**src/verilog/rx_regs_consts.vh**
```
// register bank constants: offsets, fields, reset values, timing
// assumes byte-wide register access with a 5-bit address space
`ifndef RX_REGS_CONSTS_VH
`define RX_REGS_CONSTS_VH

`define ADDR_W 5
`define ADDR_COMMAND 5'h03
`define ADDR_FREQ_HI 5'h04
`define ADDR_FREQ_LO 5'h05
`define ADDR_DUTY 5'h09
`define ADDR_IDENT 5'h0a
`define ADDR_HEADER 5'h0b
`define ADDR_SIGNAL_STRENGTH_RESULT 5'h0c
`define BANK_B_OFFSET 5'h0d

`define RST_COMMAND 8'h09
`define RST_FREQ_HI 8'h48
`define RST_FREQ_LO 8'h00
`define RST_DUTY 8'h7f
`define RST_IDENT 8'hc0
`define RST_HEADER 8'h80

// writable mask of the command byte: bit 5 reserved, bit 0 read-only
`define CMD_WMASK 8'hde
`define FREQ_HI_WMASK 8'h0f

`define CMD_AVG_OVR 7
`define CMD_IF_CUT 6
`define CMD_SIGNAL_STRENGTH_RESULT_EN 4
`define CMD_DECAY 3
`define CMD_AGC_RST 2
`define CMD_AGC_FRZ 1
`define CMD_BANK_FLAG 0
`define DUTY_BANK_SEL 7

// on-time unit, in digital clock periods
`define ON_TIME_UNIT 13'h0200

`endif

```
**src/verilog/receiver_control_registers.v**
```verilog
// receiver register bank: command, frequency, duty cycle, id, header, signal_strength_result
// assumes the serial front end delivers single-cycle byte strobes on i_clk
`timescale 1ns/10ps
`include "rx_regs_consts.vh"
module receiver_control_registers (
   // clock and reset
   input wire i_clk,
   input wire i_reset,
   input wire i_clk_en,
   // register access from the serial front end
   input wire i_wr_stb,
   input wire i_rd_stb,
   input wire [`ADDR_W-1:0] i_addr,
   input wire [7:0] i_wdata,
   output reg [7:0] o_rdata,
   // configuration fields and oscillator status held outside this bank
   input wire [1:0] i_data_rate_field,
   input wire [1:0] i_average_filter_code,
   input wire [1:0] i_band_code,
   input wire i_frequency_meaning,
   input wire i_ook_selected,
   input wire i_osc_started,
   // converter results, asynchronous to i_clk
   input wire [3:0] i_lna_level,
   input wire [3:0] i_if_level,
   // control outputs
   output reg [1:0] o_avg_filter_sel,
   output reg o_if_gain_cut,
   output reg o_signal_strength_enable,
   output reg o_envelope_decay_fast,
   output reg o_agc_force_max,
   output reg o_agc_hold,
   output reg o_bank_a_active,
   output reg [11:0] o_frequency_word,
   output reg o_add_if_offset,
   output reg o_half_ref_scale,
   output reg o_receiver_on,
   output reg [3:0] o_on_time_code,
   output reg [5:0] o_off_periods,
   output reg [5:0] o_identifier,
   output reg [2:0] o_identifier_len,
   output reg [5:0] o_header,
   output reg [2:0] o_header_len,
   output reg [7:0] o_signal_strength
);
   // two banks, index 0 = bank a, 1 = bank b
   reg [7:0] command_r [0:1];
   reg [7:0] freq_hi_r [0:1];
   reg [7:0] freq_lo_r [0:1];
   reg [7:0] duty_r [0:1];
   reg [7:0] ident_r [0:1];
   reg [7:0] header_r [0:1];
   reg [3:0] lna_meta_r, lna_sync_r, if_meta_r, if_sync_r;
   reg osc_meta_r, osc_sync_r;
   reg [7:0] signal_strength_result_r;
   reg [12:0] on_cnt_r;
   reg [3:0] on_units_r;
   reg bank_r;
   wire [5:0] off_dec;
   wire [2:0] id_len_dec, hd_len_dec;
   wire act;

   // returns bank index and local offset for an absolute register address
   function [5:0] decode_addr;
      input [`ADDR_W-1:0] a;
      begin
         if (a >= `BANK_B_OFFSET)
            decode_addr = {1'b1, a - `BANK_B_OFFSET};
         else
            decode_addr = {1'b0, a};
      end
   endfunction

   wire [5:0] dec = decode_addr(i_addr);
   wire bsel = dec[5];
   wire [`ADDR_W-1:0] loc = dec[4:0];

   // bank in use: bank a while its duty bit is clear, so reset starts in bank a
   always @* bank_r = duty_r[0][`DUTY_BANK_SEL];
   assign act = bank_r;

   // register writes; bank b command keeps own copy except read-only bits
   genvar b;
   generate
      for (b = 0; b < 2; b = b + 1) begin : g_bank
         always @(posedge i_clk or posedge i_reset) begin
            if (i_reset) begin
               command_r[b] <= `RST_COMMAND;
               freq_hi_r[b] <= `RST_FREQ_HI;
               freq_lo_r[b] <= `RST_FREQ_LO;
               duty_r[b] <= `RST_DUTY;
               ident_r[b] <= `RST_IDENT;
               header_r[b] <= `RST_HEADER;
            end else if (i_clk_en && i_wr_stb && bsel == b) begin
               case (loc)
                  `ADDR_COMMAND: command_r[b] <= (i_wdata & `CMD_WMASK) |
                     (command_r[b] & ~`CMD_WMASK);
                  `ADDR_FREQ_HI: freq_hi_r[b] <= i_wdata & `FREQ_HI_WMASK;
                  `ADDR_FREQ_LO: freq_lo_r[b] <= i_wdata;
                  `ADDR_DUTY: duty_r[b] <= i_wdata;
                  `ADDR_IDENT: ident_r[b] <= i_wdata;
                  `ADDR_HEADER: header_r[b] <= i_wdata;
                  default: ;
               endcase
            end
         end
      end
   endgenerate

   // converter levels and oscillator status come from another domain
   always @(posedge i_clk or posedge i_reset) begin
      if (i_reset) begin
         lna_meta_r <= 4'h0;
         lna_sync_r <= 4'h0;
         if_meta_r <= 4'h0;
         if_sync_r <= 4'h0;
         osc_meta_r <= 1'b0;
         osc_sync_r <= 1'b0;
         signal_strength_result_r <= 8'h00;
      end else if (i_clk_en) begin
         lna_meta_r <= i_lna_level;
         lna_sync_r <= lna_meta_r;
         if_meta_r <= i_if_level;
         if_sync_r <= if_meta_r;
         osc_meta_r <= i_osc_started;
         osc_sync_r <= osc_meta_r;
         // result freezes while measurement is disabled
         if (command_r[act][`CMD_SIGNAL_STRENGTH_RESULT_EN]) begin
            signal_strength_result_r <= {lna_sync_r, if_sync_r};
         end
      end
   end

   // on-time counter: n units of 512 clocks after oscillator start
   always @(posedge i_clk or posedge i_reset) begin
      if (i_reset) begin
         on_cnt_r <= 13'h0000;
         on_units_r <= 4'h0;
         o_receiver_on <= 1'b0;
      end else if (i_clk_en) begin
         if (!osc_sync_r) begin
            on_cnt_r <= 13'h0000;
            on_units_r <= 4'h0;
            o_receiver_on <= 1'b0;
         end else if (on_units_r < duty_r[act][6:3]) begin
            o_receiver_on <= 1'b1;
            if (on_cnt_r == `ON_TIME_UNIT - 13'h0001) begin
               on_cnt_r <= 13'h0000;
               on_units_r <= on_units_r + 4'h1;
            end else begin
               on_cnt_r <= on_cnt_r + 13'h0001;
            end
         end else begin
            // code 0 is forbidden; it simply keeps the receiver off
            o_receiver_on <= 1'b0;
         end
      end
   end

   strobe_code_decode u_dec (
      .i_off_code(duty_r[act][2:0]),
      .i_id_len_code(ident_r[act][7:6]),
      .i_hd_len_code(header_r[act][7:6]),
      .o_off_periods(off_dec),
      .o_id_len(id_len_dec),
      .o_hd_len(hd_len_dec)
   );

   // registered control outputs from the active bank and the configuration inputs
   always @(posedge i_clk or posedge i_reset) begin
      if (i_reset) begin
         o_avg_filter_sel <= 2'h0;
         o_if_gain_cut <= 1'b0;
         o_signal_strength_enable <= 1'b0;
         o_envelope_decay_fast <= 1'b1;
         o_agc_force_max <= 1'b0;
         o_agc_hold <= 1'b0;
         o_bank_a_active <= 1'b1;
         o_frequency_word <= 12'h800;
         o_add_if_offset <= 1'b1;
         o_half_ref_scale <= 1'b1;
         o_on_time_code <= 4'hf;
         o_off_periods <= 6'h3f;
         o_identifier <= 6'h00;
         o_identifier_len <= 3'h6;
         o_header <= 6'h00;
         o_header_len <= 3'h4;
         o_signal_strength <= 8'h00;
      end else if (i_clk_en) begin
         o_avg_filter_sel <= command_r[act][`CMD_AVG_OVR] ?
            i_average_filter_code : i_data_rate_field;
         o_if_gain_cut <= command_r[act][`CMD_IF_CUT] & i_ook_selected;
         o_signal_strength_enable <= command_r[act][`CMD_SIGNAL_STRENGTH_RESULT_EN];
         o_envelope_decay_fast <= command_r[act][`CMD_DECAY];
         o_agc_force_max <= command_r[act][`CMD_AGC_RST];
         // a forced reset overrides a freeze
         o_agc_hold <= command_r[act][`CMD_AGC_FRZ] &
            ~command_r[act][`CMD_AGC_RST];
         o_bank_a_active <= act == 1'b0;
         o_frequency_word <= {freq_hi_r[act][3:0], freq_lo_r[act]};
         o_add_if_offset <= ~i_frequency_meaning;
         o_half_ref_scale <= ~(i_band_code[1] & i_band_code[0]);
         o_on_time_code <= duty_r[act][6:3];
         o_off_periods <= off_dec;
         o_identifier <= ident_r[act][5:0];
         o_identifier_len <= id_len_dec;
         o_header <= header_r[act][5:0];
         o_header_len <= hd_len_dec;
         o_signal_strength <= signal_strength_result_r;
      end
   end

   // read data, captured on the read strobe
   always @(posedge i_clk or posedge i_reset) begin
      if (i_reset) begin
         o_rdata <= 8'h00;
      end else if (i_clk_en && i_rd_stb) begin
         case (loc)
            // reserved bit forced low, bank flag shared by both banks
            `ADDR_COMMAND: o_rdata <= {command_r[bsel][7:6], 1'b0,
               command_r[bsel][4:1], ~act};
            `ADDR_FREQ_HI: o_rdata <= {4'h0, freq_hi_r[bsel][3:0]};
            `ADDR_FREQ_LO: o_rdata <= freq_lo_r[bsel];
            `ADDR_DUTY: o_rdata <= duty_r[bsel];
            `ADDR_IDENT: o_rdata <= ident_r[bsel];
            `ADDR_HEADER: o_rdata <= header_r[bsel];
            `ADDR_SIGNAL_STRENGTH_RESULT: o_rdata <= signal_strength_result_r;
            default: o_rdata <= 8'h00;
         endcase
      end
   end
endmodule // receiver_control_registers

```
**src/verilog/strobe_code_decode.v**
```verilog
// decoder for the duty-cycle, identifier and header length codes
// assumes purely combinational use inside the register bank
`timescale 1ns/10ps
module strobe_code_decode (
   // codes
   input wire [2:0] i_off_code,
   input wire [1:0] i_id_len_code,
   input wire [1:0] i_hd_len_code,
   // decoded counts
   output reg [5:0] o_off_periods,
   output reg [2:0] o_id_len,
   output reg [2:0] o_hd_len
);
   always @* begin
      case (i_off_code)
         3'h0: o_off_periods = 6'h01;
         3'h1: o_off_periods = 6'h02;
         3'h2: o_off_periods = 6'h04;
         3'h3: o_off_periods = 6'h08;
         3'h4: o_off_periods = 6'h0c;
         3'h5: o_off_periods = 6'h10;
         3'h6: o_off_periods = 6'h20;
         default: o_off_periods = 6'h3f;
      endcase
      case (i_id_len_code)
         2'h0: o_id_len = 3'h2;
         2'h1: o_id_len = 3'h4;
         2'h2: o_id_len = 3'h5;
         default: o_id_len = 3'h6;
      endcase
      case (i_hd_len_code)
         2'h0: o_hd_len = 3'h1;
         2'h1: o_hd_len = 3'h2;
         2'h2: o_hd_len = 3'h4;
         default: o_hd_len = 3'h6;
      endcase
   end
endmodule // strobe_code_decode
```
**config.mk**
```make
export PLATFORM = sky130hd
export DESIGN_NAME = receiver_control_registers
export DESIGN_NICKNAME = d
export VERILOG_FILES = /design/src/verilog/receiver_control_registers.v /design/src/verilog/strobe_code_decode.v
export VERILOG_INCLUDE_DIRS = /design/src /design/src/verilog
export SDC_FILE = /design/constraint.sdc
export NUM_CORES = 1
export LEC_CHECK = 0
export BUFFER_PORTS_ARGS = -buffer_cell sky130_fd_sc_hd__buf_4
export CAP_MARGIN = 15
export CORE_ASPECT_RATIO = 0.7
export CORE_UTILIZATION = 31
export CTS_CLUSTER_SIZE = 8
export DETAILED_ROUTE_END_ITERATION = 7
export SYNTH_ARGS = -nofsm -noshare
export SYNTH_HDL_FRONTEND = slang
export SYNTH_SLANG_ARGS = --single-unit
```
**constraint.sdc**
```tcl
create_clock -name i_clk -period 6.45 [get_ports i_clk]
set_clock_uncertainty 0.2 [all_clocks]
set_input_delay 1.29 -clock i_clk [delete_from_list [all_inputs] [get_ports i_clk]]
set_output_delay 1.29 -clock i_clk [all_outputs]
set_load 0.01 [all_outputs]
```
==> out/results.tsv <==
metric	value	unit
first_iter_violations	442	
syn-num-nets	846	
top_usage_layer	met1	
critPathArrivalTime	3.88	ns
fp.dieH	148	µm
hp-class	reg -> reg	
slowest_delay	0.49	ns
rr_endpoint	on_cnt_r[10]$_DFFE_PP0P_	
cts_setup_buffers	0	
final.period_utilization	58.4	%
vdd_drop_max	0.000203	V
drt-total-wl	24.7	mm
initial_core_util	31.5	%
first_global_vias	6214	
worstPathCellList	buf_4, inv_1, ha_1, o311ai_4, and2_1, buf_4, and3_1, nand2b_1, mux2_1	
nNetsFinal	924	
globalRouteOverflowTotal	0	
cts_max_path_buffers	2	
antenna_found_initial	0	
drive_above_1_share	36.5	%
critPathLaunchType	primary input	
drc	0	
fp.coreArea	30000	µm²
htreeDepth	4	
dp_hpwl	17.0	mm
synthArstFlopShare	100	%
cap_violations	0	
rsz0062_at_grt	no	
ff2ff_path_depth	8	
worst_skew_pair.late_latency	0.44	ns
layout.filler_cells	3014	
grt_use_met1	24.0	%
synth.ff_latch_count	194	
critPathKind	in -> reg	
std_cell_rows	53	
synthTopCellsByArea	dfrtp_1, mux2_2, dfstp_2	
hp-start	o_off_periods[3]$_DFFE_PP1P_	
p_per_area	315	nW/µm²
whs_endpoint	o_off_periods[3]$_DFFE_PP1P_	
ff2ff_setup_slack	3.06	ns
cts_buffers	17	
grt.total_usage	16.1	%
maxSlewViolCount	0	
place_congestion	0.861	
outcome	finished clean	
hold_buffers	0	
netlist.area_leader.share	40.3	%
crit_buf_inv	3	
vias	6558	
yosysMostFrequentCell	dfrtp_1	
syn-cell-area	9450	µm²
path_depth	9	
power.static_leakage	4.78	nW
setup_tns	0	ns
grt_util_met2	22.6	%
drtAntennaViolNets	0	
synth_ff_type	dfrtp_1	
die_area	31200	µm²
power	3.51	mW
path_delay_family	simple AND/OR/NAND/NOR gates	
synth_edf_count	0	
path_max_fanout	22	
syn2layout_area_growth	18.1	%
clk_pin_slew	0.08	ns
wl_per_cell	18.9	µm
hold_violations	0	
tritoncts	yes	
use_met3	4.20	%
fmax	266	MHz
period_needed	3.76	ns
io_pins	102	
die_x	211	µm
vias_per_cell	5.02	
synth_top_cells_by_count	dfrtp_1, mux2_2, a21oi_1	
syn_inst	802	
synth_top_cell_by_area	dfrtp_1	
ys_seq_area_share	51.9	%
avgSynthCellArea	11.8	µm²
tightest_slew	1.14	ns
cp.required	6.56	ns
grt_max_degree	193	
grt_first_pass_wirelength	38.0	mm
setup_viol	0	
firstDrtPassIters	5	
port_buffers	101	
rr_startpoint	act$_DFFE_PP0P_	
cp-end-kind	flop	
slowest_stage	and3_1	
cp_common_cell	buf_4	
cts_root_buf	clkbuf_16	
hold_depth	2	
cts_sinks	194	
max-slew-margin-rel	24.0	%
ys_types	68	
synth_warnings	0	
cts_resized	0	
## power by group
part,switching (mW),internal [mW],total [mW],leakage (nW)
Sequential,0.191,1.46,1.65,2.40
Combinational,0.371,0.363,0.733,2.09
Clock,0.486,0.637,1.12,0.296
## logic make-up (layout without fill, tap and decap cells)
group                    after synthesis  in the layout  synth area share (%)
flip-flops                           194            194                  51.9
AND/OR/NAND/NOR                      192            192                  10.3
multiplexers                         184            184                  22.0
AO/OA/AOI/OAI                        157            157                  11.1
buffers and inverters                 63            154                  3.13
adder cells (fa/ha/maj)                9              9                  1.19
XOR/XNOR                               3              3                 0.278
other                                  0              1                     0
## layout by cell type (no fill, tap or decap), types with 14 or more instances in the layout
cell         n
dfrtp_1    151
mux2_2     118
buf_4      106
a21oi_1     62
nand2_1     61
nor2_1      56
mux2i_1     56
dfstp_2     42
o21ai_0     32
clkbuf_16   17
inv_1       14
## worst max-delay path by stage
| stage | from | endpoint | slack, ns |
|---|---|---|---|
| final | i_addr[1] | freq_lo_r[9]$_DFFE_PP0P_ | 2.69 |
| after global routing | i_addr[1] | freq_lo_r[9]$_DFFE_PP0P_ | 2.55 |
| after CTS | i_addr[1] | freq_lo_r[9]$_DFFE_PP0P_ | 2.73 |
| after detailed placement | i_addr[1] | freq_lo_r[9]$_DFFE_PP0P_ | 2.28 |
| after global placement | i_addr[1] | freq_lo_r[10]$_DFFE_PP0P_ | 2.32 |
| after floorplan | i_reset | act$_DFFE_PP0P_ | 2.49 |
## flip-flops by register name, indices dropped and copies added, names as in the netlist, 2 cells and up
register	count
command_r	12
duty_r	15
freq_hi_r	8
freq_lo_r	16
header_r	16
ident_r	16
if_meta_r	4
if_sync_r	4
lna_meta_r	4
lna_sync_r	4
o_avg_filter_sel	2
o_frequency_word	12
o_header	6
o_header_len	3
o_identifier	6
o_identifier_len	3
o_off_periods	6
o_on_time_code	4
o_rdata	8
o_signal_strength	8
on_cnt_r	13
on_units_r	4
signal_strength_result_r	8
## final cells by class
class | count | area (µm²) | area share, %
Inverter | 15 | 60.1 | 0.538
Antenna cell | 1 | 2.50 | 0.0224
Clock inverter | 11 | 153 | 1.37
Timing Repair Buffer | 107 | 816 | 7.31
Tap cell | 412 | 515 | 4.62
Clock buffer | 21 | 460 | 4.13
Sequential cell | 194 | 4910 | 44.0
Multi-Input combinational cell | 545 | 4240 | 38.0
## tightest hold or removal path, stage by stage (launching register included)
cell	delay, ns
dfstp_2	0.37
inv_1	0.04
o21ai_0	0.07
## per-layer routing
layer / vias to the layer above / share of wire (%)
met1: 3337 / 51
li1: 3048 / -
met3: 27 / 4.6
met4: 0 / 1.7
met2: 146 / 43
met5: - / 0
## stage by stage
stage / setup WS (ns) / cells / hold WS (ns) / area, µm² / util (%)
final: 2.69 / 1306 / 0.280 / 11200 / 37.2
after global routing: 2.55 / 1305 / 0.300 / 11200 / 37.2
after CTS: 2.73 / 1305 / 0.285 / 11200 / 37.2
after detailed placement: 2.28 / 1273 / 0.267 / 10500 / 35.2
after global placement: 2.32 / 1273 / 0.264 / 10500 / 35.2
after floorplan: 2.49 / 802 / 0.237 / 9450 / -
(Power assumes the default switching activity.)
